[src/orkp_defs.svh]
// Constant definitions for the OR elements and key pulser block
`ifndef ORKP_DEFS_SVH
`define ORKP_DEFS_SVH
// Register byte offsets
`define OFS_OR2_CTRL 12'h000
`define OFS_OR4_CTRL 12'h004
`define OFS_OR8_CTRL 12'h008
`define OFS_OR_IN 12'h00C
`define OFS_OR_STATUS 12'h010
`define OFS_KEY_GROUP 12'h014
`define OFS_KEY_STATUS 12'h018
// Field positions in the operand input register
`define POS_OR2_IN 0
`define POS_OR4_IN 2
`define POS_OR8_IN 6
// Field positions in the key status register
`define POS_KEY_FB 0
`define POS_KEY_RAW 4
// Reset values
`define RST_INVERT 32'h0000_0000
`define RST_GROUP 2'h0
// Bus response codes
`define RESP_OKAY 2'h0
`define RESP_SLVERR 2'h2
`endif

[src/orkp_pkg.sv]
// Types shared by the OR elements and key pulser block
package orkp_pkg;
    // Read data returned on the AXI4-Lite read channel
    typedef struct packed {
        logic [31:0] data;
        logic [1:0] resp;
    } rd_answer_s;
    // Write acceptance state
    typedef enum logic [1:0] {WR_IDLE, WR_RESP} wr_state_e;
endpackage

[src/or_gates_and_key_pulser.sv]
// OR elements with per-input inversion and grouped operator key pulser
//
// Contract
// - Two-input OR low only when both low.
// - Two-input OR high if either high.
// - Two-input OR inverts each input separately.
// - Inverted input flips level before OR.
// - Four-input OR is any-high OR.
// - Four-input OR inverts each input separately.
// - Eight-input OR is any-high OR.
// - Eight-input OR inverts each input separately.
// - Unconnected inputs read zero before inversion.
// - Each key press gives one pulse.
// - Four units, sixteen pulse outputs total.
// - Selected group alone receives key pulses.
// - Feedback per key passed to display.
//
// Chosen here: register access over AXI4-Lite and the register offsets.
`timescale 1ns/10ps
`include "orkp_defs.svh"
module or_gates_and_key_pulser
    import orkp_pkg::*;
#(
    parameter int GROUPS = 4, // Number of key pulse units
    parameter int KEYS = 4 // Function keys per unit
) (
    input wire logic CLK, // 100 MHz clock
    input wire logic RST, // Asynchronous reset, active high
    input wire logic [11:0] S_AXI_AWADDR, // Write address
    input wire logic S_AXI_AWVALID, // Write address valid
    output logic S_AXI_AWREADY, // Write address ready
    input wire logic [31:0] S_AXI_WDATA, // Write data
    input wire logic [3:0] S_AXI_WSTRB, // Write strobes
    input wire logic S_AXI_WVALID, // Write data valid
    output logic S_AXI_WREADY, // Write data ready
    output logic [1:0] S_AXI_BRESP, // Write response
    output logic S_AXI_BVALID, // Write response valid
    input wire logic S_AXI_BREADY, // Write response ready
    input wire logic [11:0] S_AXI_ARADDR, // Read address
    input wire logic S_AXI_ARVALID, // Read address valid
    output logic S_AXI_ARREADY, // Read address ready
    output logic [31:0] S_AXI_RDATA, // Read data
    output logic [1:0] S_AXI_RRESP, // Read response
    output logic S_AXI_RVALID, // Read data valid
    input wire logic S_AXI_RREADY, // Read data ready
    input wire logic [KEYS-1:0] KEY_PRESSED, // Keypad keys, high while held
    input wire logic [GROUPS*KEYS-1:0] FEEDBACK_SIGNALS, // Feedback per unit key
    output logic [GROUPS*KEYS-1:0] KEY_PULSE, // One-shot pulses, unit major
    output logic [KEYS-1:0] KEY_FEEDBACK_OUT, // Feedback shown beside each key
    output logic TWO_INPUT_OR_OUT, // Two-input OR result
    output logic FOUR_INPUT_OR_OUT, // Four-input OR result
    output logic EIGHT_INPUT_OR_OUT // Eight-input OR result
);
    localparam int GW = $clog2(GROUPS); // Group select width
    localparam logic [GROUPS*KEYS-1:0] UNIT_MASK = (GROUPS*KEYS)'((1 << KEYS) - 1); // One unit

    logic [1:0] or2_inv_reg; // Two-input inversion options
    logic [3:0] or4_inv_reg; // Four-input inversion options
    logic [7:0] or8_inv_reg; // Eight-input inversion options
    logic [13:0] or_in_reg; // Operand levels written by software
    logic [GW-1:0] group_reg; // Selected key group
    logic [KEYS-1:0] key_prev_reg; // Key levels one scan ago
    logic [31:0] wr_old; // Present word at the write address
    logic [31:0] wr_word; // Present word merged with strobed data
    logic aw_done_reg; // Write address taken
    logic w_done_reg; // Write data taken
    logic [11:0] aw_addr_reg; // Held write address
    logic [31:0] w_data_reg; // Held write data
    logic [3:0] w_strb_reg; // Held write strobes
    rd_answer_s rd_next; // Read answer before registering
    logic [KEYS-1:0] key_rise; // Press edges this scan
    logic wr_fire; // Write commits this cycle

    // Applies inversion options to operand levels
    function automatic logic [7:0] effective(input logic [7:0] lvl, input logic [7:0] inv);
        effective = lvl ^ inv;
    endfunction

    // Merges a strobed write into a register word
    function automatic logic [31:0] merge(input logic [31:0] old, input logic [31:0] nw,
                                          input logic [3:0] strb);
        logic [31:0] m;
        m = old;
        for (int b = 0; b < 4; b++) begin
            if (strb[b]) begin
                m[b*8 +: 8] = nw[b*8 +: 8];
            end
        end
        merge = m;
    endfunction

    // Write channel handshakes: each channel is taken independently
    assign S_AXI_AWREADY = !aw_done_reg && !S_AXI_BVALID;
    assign S_AXI_WREADY = !w_done_reg && !S_AXI_BVALID;
    assign wr_fire = aw_done_reg && w_done_reg && !S_AXI_BVALID;

    // Captures write address and data in either order
    always_ff @(posedge CLK or posedge RST) begin
        if (RST) begin
            aw_done_reg <= 1'b0;
            w_done_reg <= 1'b0;
            aw_addr_reg <= 12'h000;
            w_data_reg <= 32'h0000_0000;
            w_strb_reg <= 4'h0;
        end else begin
            if (S_AXI_AWVALID && S_AXI_AWREADY) begin
                aw_done_reg <= 1'b1;
                aw_addr_reg <= S_AXI_AWADDR;
            end else if (wr_fire) begin
                aw_done_reg <= 1'b0;
            end
            if (S_AXI_WVALID && S_AXI_WREADY) begin
                w_done_reg <= 1'b1;
                w_data_reg <= S_AXI_WDATA;
                w_strb_reg <= S_AXI_WSTRB;
            end else if (wr_fire) begin
                w_done_reg <= 1'b0;
            end
        end
    end

    // Write response, error for unmapped or read-only addresses
    always_ff @(posedge CLK or posedge RST) begin
        if (RST) begin
            S_AXI_BVALID <= 1'b0;
            S_AXI_BRESP <= `RESP_OKAY;
        end else if (wr_fire) begin
            S_AXI_BVALID <= 1'b1;
            case (aw_addr_reg)
                `OFS_OR2_CTRL, `OFS_OR4_CTRL, `OFS_OR8_CTRL, `OFS_OR_IN,
                `OFS_KEY_GROUP: S_AXI_BRESP <= `RESP_OKAY;
                default: S_AXI_BRESP <= `RESP_SLVERR;
            endcase
        end else if (S_AXI_BREADY) begin
            S_AXI_BVALID <= 1'b0;
        end
    end

    // Present contents of the addressed register, merged with the held write
    // Unstrobed bytes keep their old value this way
    always_comb begin
        case (aw_addr_reg)
            `OFS_OR2_CTRL: wr_old = {30'h0, or2_inv_reg};
            `OFS_OR4_CTRL: wr_old = {28'h0, or4_inv_reg};
            `OFS_OR8_CTRL: wr_old = {24'h0, or8_inv_reg};
            `OFS_OR_IN: wr_old = {18'h0, or_in_reg};
            `OFS_KEY_GROUP: wr_old = {{(32-GW){1'b0}}, group_reg};
            default: wr_old = 32'h0000_0000;
        endcase
        wr_word = merge(wr_old, w_data_reg, w_strb_reg);
    end

    // Control registers written by software
    always_ff @(posedge CLK or posedge RST) begin
        if (RST) begin
            or2_inv_reg <= 2'h0;
            or4_inv_reg <= 4'h0;
            or8_inv_reg <= 8'h00;
            or_in_reg <= 14'h0000;
            group_reg <= '0;
        end else if (wr_fire) begin
            case (aw_addr_reg)
                `OFS_OR2_CTRL: or2_inv_reg <= wr_word[1:0];
                `OFS_OR4_CTRL: or4_inv_reg <= wr_word[3:0];
                `OFS_OR8_CTRL: or8_inv_reg <= wr_word[7:0];
                `OFS_OR_IN: or_in_reg <= wr_word[13:0];
                `OFS_KEY_GROUP: group_reg <= wr_word[GW-1:0];
                default: ;
            endcase
        end
    end

    // OR elements: unused operands default to zero, evaluated once per scan
    always_ff @(posedge CLK or posedge RST) begin
        if (RST) begin
            TWO_INPUT_OR_OUT <= 1'b0;
            FOUR_INPUT_OR_OUT <= 1'b0;
            EIGHT_INPUT_OR_OUT <= 1'b0;
        end else begin
            TWO_INPUT_OR_OUT <= |effective({6'h00, or_in_reg[`POS_OR2_IN +: 2]},
                                           {6'h00, or2_inv_reg});
            FOUR_INPUT_OR_OUT <= |effective({4'h0, or_in_reg[`POS_OR4_IN +: 4]},
                                            {4'h0, or4_inv_reg});
            EIGHT_INPUT_OR_OUT <= |effective(or_in_reg[`POS_OR8_IN +: 8],
                                             or8_inv_reg);
        end
    end

    // Two-input OR is low only when both effective operands were low
    AST_OR2_LOW: assert property (
        @(posedge CLK) disable iff (RST)
        ##1 !TWO_INPUT_OR_OUT |-> $past((or_in_reg[1:0] ^ or2_inv_reg) == 2'b00))
        else $error("two-input OR low with an active operand");

    // Any active two-input operand drives the output high next scan
    AST_OR2_HIGH: assert property (
        @(posedge CLK) disable iff (RST)
        ((or_in_reg[1:0] ^ or2_inv_reg) != 2'b00) |=> TWO_INPUT_OR_OUT)
        else $error("two-input OR missed an active operand");

    // Both operands inverted and both high gives a low output
    AST_OR2_INV: assert property (
        @(posedge CLK) disable iff (RST)
        (or2_inv_reg == 2'b11 && or_in_reg[1:0] == 2'b11) |=> !TWO_INPUT_OR_OUT)
        else $error("two-input OR inversion not applied");

    // Inversion flips each level before the OR, in every combination
    AST_OR2_EXACT: assert property (
        @(posedge CLK) disable iff (RST)
        1'b1 |=> TWO_INPUT_OR_OUT == $past(|(or_in_reg[1:0] ^ or2_inv_reg)))
        else $error("two-input OR result wrong");

    // Four-input result follows its effective operands one scan later
    AST_OR4: assert property (
        @(posedge CLK) disable iff (RST)
        1'b1 |=> FOUR_INPUT_OR_OUT == $past(|(or_in_reg[5:2] ^ or4_inv_reg)))
        else $error("four-input OR result wrong");

    // Eight-input result follows its effective operands one scan later
    AST_OR8: assert property (
        @(posedge CLK) disable iff (RST)
        1'b1 |=> EIGHT_INPUT_OR_OUT == $past(|(or_in_reg[13:6] ^ or8_inv_reg)))
        else $error("eight-input OR result wrong");

    // Press edges: a held key gives no further edge
    assign key_rise = KEY_PRESSED & ~key_prev_reg;

    // Key history and pulse outputs for the selected unit only
    always_ff @(posedge CLK or posedge RST) begin
        if (RST) begin
            key_prev_reg <= '0;
            KEY_PULSE <= '0;
            KEY_FEEDBACK_OUT <= '0;
        end else begin
            key_prev_reg <= KEY_PRESSED;
            for (int g = 0; g < GROUPS; g++) begin
                KEY_PULSE[g*KEYS +: KEYS] <= (group_reg == g[GW-1:0]) ? key_rise : '0;
            end
            KEY_FEEDBACK_OUT <= FEEDBACK_SIGNALS[group_reg*KEYS +: KEYS];
        end
    end

    // The first key, still held one scan after its press, gives no second pulse on unit 0
    AST_PULSE_ONE: assert property (
        @(posedge CLK) disable iff (RST)
        KEY_PRESSED[0] && !key_prev_reg[0] ##1 KEY_PRESSED[0] |=>
        KEY_PULSE[0 +: 1] == 1'b0 || group_reg != 0)
        else $error("held key retriggered");

    // A press of the second key pulses the unit selected at the press
    AST_PULSE_GROUP: assert property (
        @(posedge CLK) disable iff (RST)
        (KEY_PRESSED[1] && !key_prev_reg[1]) |=> KEY_PULSE[$past(group_reg)*KEYS + 1])
        else $error("press gave no pulse on selected group");

    // No unit other than the selected one ever pulses
    AST_PULSE_ONLY_SEL: assert property (
        @(posedge CLK) disable iff (RST)
        1'b1 |=> (KEY_PULSE & ~(UNIT_MASK << ($past(group_reg) * KEYS))) == '0)
        else $error("pulse on a unit that is not selected");

    // The selected unit pulses exactly on the press edges of the scan before
    AST_PULSE_SEL_UNIT: assert property (
        @(posedge CLK) disable iff (RST)
        1'b1 |=> KEY_PULSE[$past(group_reg)*KEYS +: KEYS] == $past(key_rise))
        else $error("selected unit pulses differ from press edges");

    // Every pulse output falls after one scan
    AST_PULSE_SHORT: assert property (
        @(posedge CLK) disable iff (RST)
        1'b1 |=> (KEY_PULSE & $past(KEY_PULSE)) == '0)
        else $error("pulse lasted more than one scan");

    // Shown feedback is that of the selected unit, one scan late
    AST_FEEDBACK: assert property (
        @(posedge CLK) disable iff (RST)
        1'b1 |=> KEY_FEEDBACK_OUT == $past(FEEDBACK_SIGNALS[group_reg*KEYS +: KEYS]))
        else $error("feedback not taken from selected unit");

    // Read decode
    always_comb begin
        rd_next.data = 32'h0000_0000;
        rd_next.resp = `RESP_OKAY;
        case (S_AXI_ARADDR)
            `OFS_OR2_CTRL: rd_next.data = {30'h0, or2_inv_reg};
            `OFS_OR4_CTRL: rd_next.data = {28'h0, or4_inv_reg};
            `OFS_OR8_CTRL: rd_next.data = {24'h0, or8_inv_reg};
            `OFS_OR_IN: rd_next.data = {18'h0, or_in_reg};
            `OFS_OR_STATUS: rd_next.data = {29'h0, EIGHT_INPUT_OR_OUT, FOUR_INPUT_OR_OUT,
                                            TWO_INPUT_OR_OUT};
            `OFS_KEY_GROUP: rd_next.data = {{(32-GW){1'b0}}, group_reg};
            `OFS_KEY_STATUS: rd_next.data = {24'h0, KEY_PRESSED, KEY_FEEDBACK_OUT};
            default: rd_next.resp = `RESP_SLVERR;
        endcase
    end

    assign S_AXI_ARREADY = !S_AXI_RVALID;

    // Read answer registered one cycle after the address is taken
    always_ff @(posedge CLK or posedge RST) begin
        if (RST) begin
            S_AXI_RVALID <= 1'b0;
            S_AXI_RDATA <= 32'h0000_0000;
            S_AXI_RRESP <= `RESP_OKAY;
        end else if (S_AXI_ARVALID && S_AXI_ARREADY) begin
            S_AXI_RVALID <= 1'b1;
            S_AXI_RDATA <= rd_next.data;
            S_AXI_RRESP <= rd_next.resp;
        end else if (S_AXI_RREADY) begin
            S_AXI_RVALID <= 1'b0;
        end
    end

endmodule

[config.mk]
export PLATFORM = sky130hd
export DESIGN_NAME = or_gates_and_key_pulser
export DESIGN_NICKNAME = d
export VERILOG_FILES = /design/src/orkp_pkg.sv /design/src/or_gates_and_key_pulser.sv
export VERILOG_INCLUDE_DIRS = /design/src
export SDC_FILE = /design/constraint.sdc
export NUM_CORES = 1
export LEC_CHECK = 0
export BUFFER_PORTS_ARGS = -buffer_cell sky130_fd_sc_hd__buf_2
export CORE_AREA = 2 2 169 88
export CTS_CLUSTER_DIAMETER = 30
export DETAILED_ROUTE_END_ITERATION = 10
export DIE_AREA = 0 0 171 90
export GPL_TIMING_DRIVEN = 0
export PLACE_DENSITY = 0.68
export SYNTH_ARGS = -nofsm -noshare
export SYNTH_HDL_FRONTEND = slang
export SYNTH_SLANG_ARGS = --single-unit
[constraint.sdc]
create_clock -name CLK -period 3.65 [get_ports CLK]
set_input_delay 0.73 -clock CLK [delete_from_list [all_inputs] [get_ports CLK]]
set_output_delay 0.73 -clock CLK [all_outputs]
set_load 0.01 [all_outputs]
==> key figures, run 1 <==
Setup path
  • CP arrival: 2390 ps
  • Worst setup EP type: register
  • Startpoint types: register
  • CP required: 3890 ps
  • Family with the most delay on the worst path: simple AND/OR/NAND/NOR gates
  • Crit-path slowest cell: nor3_1
  • Bufs and invs on worst path: 0
  • Setup Crit Path Kind: reg -> reg
  • Worst Path Max Fanout: 5
  • Max incr delay on CP: 510 ps
  • FF-to-FF setup slack: around 1500 ps
  • Worst path cell trace: nor3_1 > nand4_1 > nor3b_2 > mux2_2

Clock tree
  • CTS sink cnt: approximately 110
  • CTS tree: yes
  • Hold Buf Count CTS: 0
  • Worst-path clk slew: 70 ps
  • Total CTS buffers: 9
  • Htree depth: 3
  • Clk Latency, worst-skew pair: 350 ps
  • Root buffer cell: clkbuf_16
  • CTS Buffer Depth: 2
  • Post-CTS Setup Repair Bufs: 0
  • Cts repair resizes: 0

GRT
  • Met2 Track Usage GR: 20.53%
  • First-pass GRT wire length: about 19 mm
  • Total Routing Usage GR: 16.52%
  • GR peak layer: met1
  • Initial antenna violation count: 0
  • Met1 GRT Util: 27.14%
  • Met3 usage: 4.932%
  • GRT overflow: 0
  • Pin count of the biggest net entering global routing: 63
  • Vias in the first global route: 3382

Worst hold path
  • HP Class: in -> async

Timing
  • Max Fclk: 465.0 MHz
  • Fin. Hold Viols: 0
  • RSZ-0062 raised after global routing: no
  • Tcrit/Tclk final: 58.91%
  • # setup viols final: 0
  • Worst Max-Slew Pin Slew: between 700 and 800 ps
  • Setup TNS: 0 ps
  • Slew Viols, Final: 0
  • Slew Limit Headroom: between 40% and 50%
  • Clk_skew: 5.464 ps
  • Post-layout minimum cycle time: 2150 ps

Logic synthesis
  • Ys async rst share: 100.0%
  • Sequential area share after synthesis: between 50% and 60%
  • Syn. warnings: 0
  • Avg Cell Area, Syn: 12.07 sq um
  • Primary FF master, synth: dfrtp_1
  • Post-synth EDFFs: 0
  • Mapped Cells: 398
  • Register bit count reported by yosys: 105
  • Post-Syn Area: 4805 sq um
  • Netlist cell types: 47

Power and ir drop
  • Leakage: around 3 nW
  • Maximum vdd drop: 0.0003201 V
  • Pwr dens: 569.2 nW/um^2

Route
  • First DRT Iteration DRCs: ~240
  • Total length of routed wires: 12.14 mm
  • Drt wl/cell: approximately 16 microns
  • Drt via density: between 4 and 5
  • Vias: 3518
  • Antenna-violating nets left: 0
  • Number of remaining DRC errors: 0
  • Pre-antenna DRT Iters: 5

Status
  • Status: completed

Finish
  • Ant. Diodes: 0
  • Share of layout cells above drive strength 1: 40.15%
  • Fill cells: 1376
  • Top reg by flops: KEY_PULSE
  • Area growth from synthesis to layout: 25.52%
  • Post-layout util: between 40% and 50%
  • Max FFs per register: 16
  • Area of the multi-input gates: 2016 sq um
  • Sequential cell area: about 2600 sq um
  • Nets: approximately 630

Die
  • Die X: 171 microns
  • Starting Density: 34.22%
  • Die area: 15390 sq um
  • Rows: 31
  • I/O pin count: 151
  • Die H: about 90 microns
  • Core area: 14040 sq um

Placement
  • HPWL Detailed: 9.672 mm
  • Buffers on Ports: 109
  • GPL Wtd Cong: between 0.8 and 0.9

Run
  • Maxcap violations: 0
==> metal layers <==
layer | up-vias | wire (microns)
met5 | - | 0
met4 | 0 | 83
met3 | 9 | 990
met2 | 146 | 4488
met1 | 1711 | 6575
li1 | 1652 | -
==> kinds of logic after synthesis <==
| group | count (synthesis) | synth area share, % |
|---|---|---|
| flip-flops | 105 | 54.69 |
| multiplexers | 67 | 17.45 |
| buffers and inverters | 38 | 4.843 |
| AND/OR/NAND/NOR | 114 | 12.16 |
| XOR/XNOR | 14 | 2.552 |
| AO/OA/AOI/OAI | 59 | 8.229 |
| other | 1 | 0.07805 |
==> placed cells by master (no fill, tap or decap), types with 3 or more instances in the layout <==
master and count:
a21oi_1 9, a22o_1 11, a22oi_1 5, a31oi_1 9, buf_2 115, buf_4 20, clkbuf_1 7, clkbuf_16 9
conb_1 20, dfrtp_1 105, inv_1 3, mux2_2 44, mux2_4 10, mux2i_1 8, mux4_2 5, nand2_1 29
nand2b_1 8, nand3_1 4, nor2_1 35, nor2b_1 6, nor3_1 11, nor4_1 3, o21ai_0 16, xnor2_1 6
xor2_1 8
==> path summary, 6_finish.rpt <==
check / from / end / depth (start not counted)
worst max register to register: aw_addr_reg[5] / or8_inv_reg[2] / 4
worst min register to register: S_AXI_RDATA[1] / S_AXI_RDATA[1] / 2
worst max-delay path: aw_addr_reg[5] / or8_inv_reg[2] / 4
min in group CLK: S_AXI_RDATA[1] / S_AXI_RDATA[1] / 2
worst min-delay path: RST / KEY_PULSE[4] / 2
max in group asynchronous: RST / w_strb_reg[0] / 3
==> layout make-up <==
cell class / count / area share (%)
Sequential cell: 105 / 43.57
Multi-Input combinational cell: 274 / 33.42
Timing Repair Buffer: 110 / 9.502
Clock buffer: 12 / 4.253
Tap cell: 198 / 4.108
Buffer: 34 / 3.610
Clock inverter: 4 / 1.245
Inverter: 4 / 0.2905
==> where the power goes <==
group	switching (mW)	total, mW	leakage [nW]	internal, mW
Clock	0.423	1.06	0.155	0.639
Sequential	0.205	1.58	1.37	1.38
Combinational	0.396	0.788	1.47	0.392
==> worst register-to-register path, stage by stage (launching register included) <==
cell and delay [ps]:
dfrtp_1 380, nor3_1 510, nand4_1 340, nor3b_2 440, mux2_2 380
==> per-stage QoR <==
stage / cell area, sq um / power (mW) / setup slack (ps) / cells / hold slack [ps]
after floorplan: 4876 / 2.109 / 159.5 / 417 / 477.9
after global placement: 5669 / 2.353 / -894.3 / 724 / 461.1
after detailed placement: 5699 / 2.390 / 1307 / 725 / 471.8
after CTS: 6031 / 3.460 / 1532 / 741 / 452.9
after global routing: 6031 / 3.617 / 1345 / 741 / 486.9
final: 6031 / 3.433 / 1500 / 741 / 439.8
==> synth_stat cells (all sizes together) (2+ instances only) <==
cell type / number / area share, %
nor4: 4 / 0.83
nand4: 2 / 0.26
nand3: 4 / 0.42
xor2: 8 / 1.5
a31oi: 9 / 1.2
a21oi: 9 / 0.94
mux2i: 8 / 1.7
nor2: 35 / 2.7
buf: 28 / 4.1
xnor2: 6 / 1.1
a22o: 11 / 2.0
nor2b: 6 / 0.78
a22oi: 5 / 0.78
clkbuf: 6 / 0.47
mux4: 5 / 2.3
nand3b: 2 / 0.31
nor3b: 3 / 0.57
and2: 2 / 0.26
and2b: 3 / 0.52
nor3: 11 / 1.1
mux2: 54 / 13
nand2b: 8 / 1.0
nand2: 31 / 2.7
inv: 4 / 0.31
o21ai: 16 / 1.7
dfrtp: 105 / 55
(Power assumes the default switching activity.)
==> run 2, diff against run 1 <==
--- a/config.mk
+++ b/config.mk
@@ -12,7 +12,7 @@
 export DETAILED_ROUTE_END_ITERATION = 10
 export DIE_AREA = 0 0 171 90
 export GPL_TIMING_DRIVEN = 0
-export PLACE_DENSITY = 0.68
+export PLACE_DENSITY = 0.66
 export SYNTH_ARGS = -nofsm -noshare
 export SYNTH_HDL_FRONTEND = slang
 export SYNTH_SLANG_ARGS = --single-unit
==> constraint.sdc (replaced) <==
create_clock -name CLK -period 2 [get_ports CLK]
set_input_delay 0.4 -clock CLK [delete_from_list [all_inputs] [get_ports CLK]]
set_output_delay 0.4 -clock CLK [all_outputs]
set_load 0.01 [all_outputs]
==> key figures, run 2 (synthesis results as in run 1) <==
Route
  • Drt wl/cell: 16.53 microns (was 16.38 microns)
  • Antenna-violating nets left: 0 (unchanged)
  • Drt via density: 4.736 (was 4.748)
  • Total length of routed wires: 12.33 mm (was 12.14 mm)
  • Vias: 3533 (was 3518)
  • First DRT Iteration DRCs: 244 (was 238)
  • Pre-antenna DRT Iters: 4 (was 5)
  • Number of remaining DRC errors: 0 (unchanged)

Die
  • Die H: 90 microns (unchanged)
  • Die X: 171 microns (unchanged)
  • Core area: 14040 sq um (unchanged)
  • Starting Density: 34.22% (unchanged)
  • Rows: 31 (unchanged)
  • I/O pin count: 151 (unchanged)
  • Die area: 15390 sq um (unchanged)

GRT
  • Total Routing Usage GR: 16.66% (was 16.52%)
  • First-pass GRT wire length: 19.38 mm (was 19.30 mm)
  • GRT overflow: 0 (unchanged)
  • Initial antenna violation count: 0 (unchanged)
  • Vias in the first global route: 3433 (was 3382)
  • Pin count of the biggest net entering global routing: 42 (was 63)

Finish
  • Most frequent cells in the layout: buf_2 (115), dfrtp_1 (105), mux2_2 (44), nor2_1 (35), nand2_1 (29) (unchanged)
  • Share of layout cells above drive strength 1: 41.42% (was 40.15%)
  • Commonest non-fill, non-tap cell in the layout: buf_2 (unchanged)
  • Top reg by flops: KEY_PULSE (unchanged)
  • Non-Filler Instances: 746 (was 741)
  • Nets: 630 (was 625)
  • Final non-filler cell area: 6077 sq um (was 6031 sq um)
  • Ant. Diodes: 0 (unchanged)
  • Area growth from synthesis to layout: 26.48% (was 25.52%)
  • Max FFs per register: 16 (unchanged)

Timing
  • Slew Limit Headroom: 48.94% (was 49.18%)
  • Fin. Hold Viols: 0 (unchanged)
  • Worst Max-Slew Pin Slew: 760.0 ps (was 756.5 ps)
  • Clk_skew: 8.011 ps (was 5.464 ps)
  • Max Fclk: 529.5 MHz (was 465.0 MHz)
  • Slew Viols, Final: 0 (unchanged)
  • Post-layout minimum cycle time: 1889 ps (was 2150 ps)
  • Hold WS: 110.8 ps (was 439.8 ps)
  • # setup viols final: 0 (unchanged)
  • Tcrit/Tclk final: 94.43% (was 58.91%)

Worst hold path
  • HP Class: in -> async (unchanged)

Clock tree
  • CTS Buffer Depth: 2 (unchanged)
  • Total CTS buffers: 9 (unchanged)
  • Worst-path clk slew: 80 ps (was 70 ps)
  • Htree depth: 3 (unchanged)
  • CTS sink cnt: 105 (unchanged)
  • Root buffer cell: clkbuf_16 (unchanged)
  • CTS tree: yes (unchanged)
  • Hold Buf Count CTS: 0 (unchanged)
  • Clk Latency, worst-skew pair: 360 ps (was 350 ps)

Placement
  • HPWL Detailed: 9.683 mm (was 9.672 mm)
  • Dpl cells: 726 (was 725)
  • GPL Wtd Cong: 0.8199 (was 0.8323)
  • Area post-placement: 5713 sq um (was 5699 sq um)
  • Buffers on Ports: 109 (unchanged)

Run
  • Maxcap violations: 0 (unchanged)

Setup path
  • Startpoint types: register (unchanged)
  • Worst Path Max Fanout: 10 (was 5)
  • CP arrival: 2130 ps (was 2390 ps)
  • Worst setup EP type: register (unchanged)
  • Max incr delay on CP: 410 ps (was 510 ps)
  • Bufs and invs on worst path: 2 (was 0)
  • Crit-path slowest cell: dfrtp_1 (was nor3_1)
  • CP required: 2250 ps (was 3890 ps)
  • Worst path cell trace: buf_6 > nor4bb_2 > nand4_1 > buf_4 > nor3b_4 > mux2_2 (was nor3_1 > nand4_1 > nor3b_2 > mux2_2)
  • Setup Crit Path Kind: reg -> reg (unchanged)
  • Family with the most delay on the worst path: simple AND/OR/NAND/NOR gates (unchanged)

Power and ir drop
  • Clk pwr share: 29.7% (was 30.9%)
  • Maximum vdd drop: 0.0004820 V (was 0.0003201 V)
  • Leakage: 3.011 nW (was 2.994 nW)
  • Fraction of power consumed by combinational cells: 23.9% (was 23.0%)
  • Switching portion of total power: 31.60% (was 29.81%)
  • Psw: 1.971 mW (was 1.023 mW)
  • Flop pwr share: 46.4% (was 46.1%)
  • Int Pwr: 4.266 mW (was 2.409 mW)
  • Pwr dens: 1026 nW/um^2 (was 569.2 nW/um^2)

Status
  • Status: completed (unchanged)
run 2: per-layer routing:
layer  GRT usage, %  wire (microns)  vias to the layer above
met5              0               0                        -
met4          3.602              29                        0
met3          5.460            1022                        2
met2          20.60            4660                      142
met1          27.16            6621                     1725
li1               -               -                     1664
run 2: timing repair:
action,in CTS,in global routing
pin swaps,1,1
setup buffers,1,3
resized for setup,3,1
endpoints found under the setup margin,3,17
run 2: worst paths after layout:
| check | from | endpoint | slack (ps) | cells past startpoint |
|---|---|---|---|---|
| max | aw_addr_reg[4] | or8_inv_reg[3] | 110 | 6 |
| max reg2reg | aw_addr_reg[4] | or8_inv_reg[3] | 110 | 6 |
| min reg2reg | S_AXI_RDATA[3] | S_AXI_RDATA[3] | 480 | 2 |
| max in group asynchronous | RST | S_AXI_BRESP[1] | 1020 | 4 |
| min | RST | KEY_PULSE[11] | 110 | 2 |
| min in group CLK | KEY_PRESSED[0] | key_prev_reg[0] | 200 | 1 |
run 2: power by group through the flow:
stage	clock (mW)	combinational, mW	sequential, mW
after global routing	2.00	1.63	2.96
after CTS	1.91	1.45	2.89
after floorplan	0	1.04	2.81
after global placement	0	1.39	2.90
after detailed placement	0	1.43	2.93
final	1.85	1.49	2.89
run 2: per-stage QoR:
stage	setup WS, ps	power (mW)	util, %	TNS [ps]
after floorplan	249.5	3.849	-	0
after global placement	-309.5	4.289	40.40	-31210
after detailed placement	-125.7	4.360	40.69	-322.8
after CTS	22.17	6.255	43.08	0
after global routing	-14.75	6.598	43.28	-14.75
final	111.4	6.237	43.28	0
run 2: area by class of cell:
type | instances | area [sq um]
Sequential cell | 105 | 2628
Multi-Input combinational cell | 274 | 2038
Fill cell | 1368 | 7964
Clock buffer | 9 | 225.2
Clock inverter | 7 | 86.33
Tap cell | 198 | 247.7
Timing Repair Buffer | 115 | 615.6
Buffer | 34 | 217.7
Inverter | 4 | 18.77
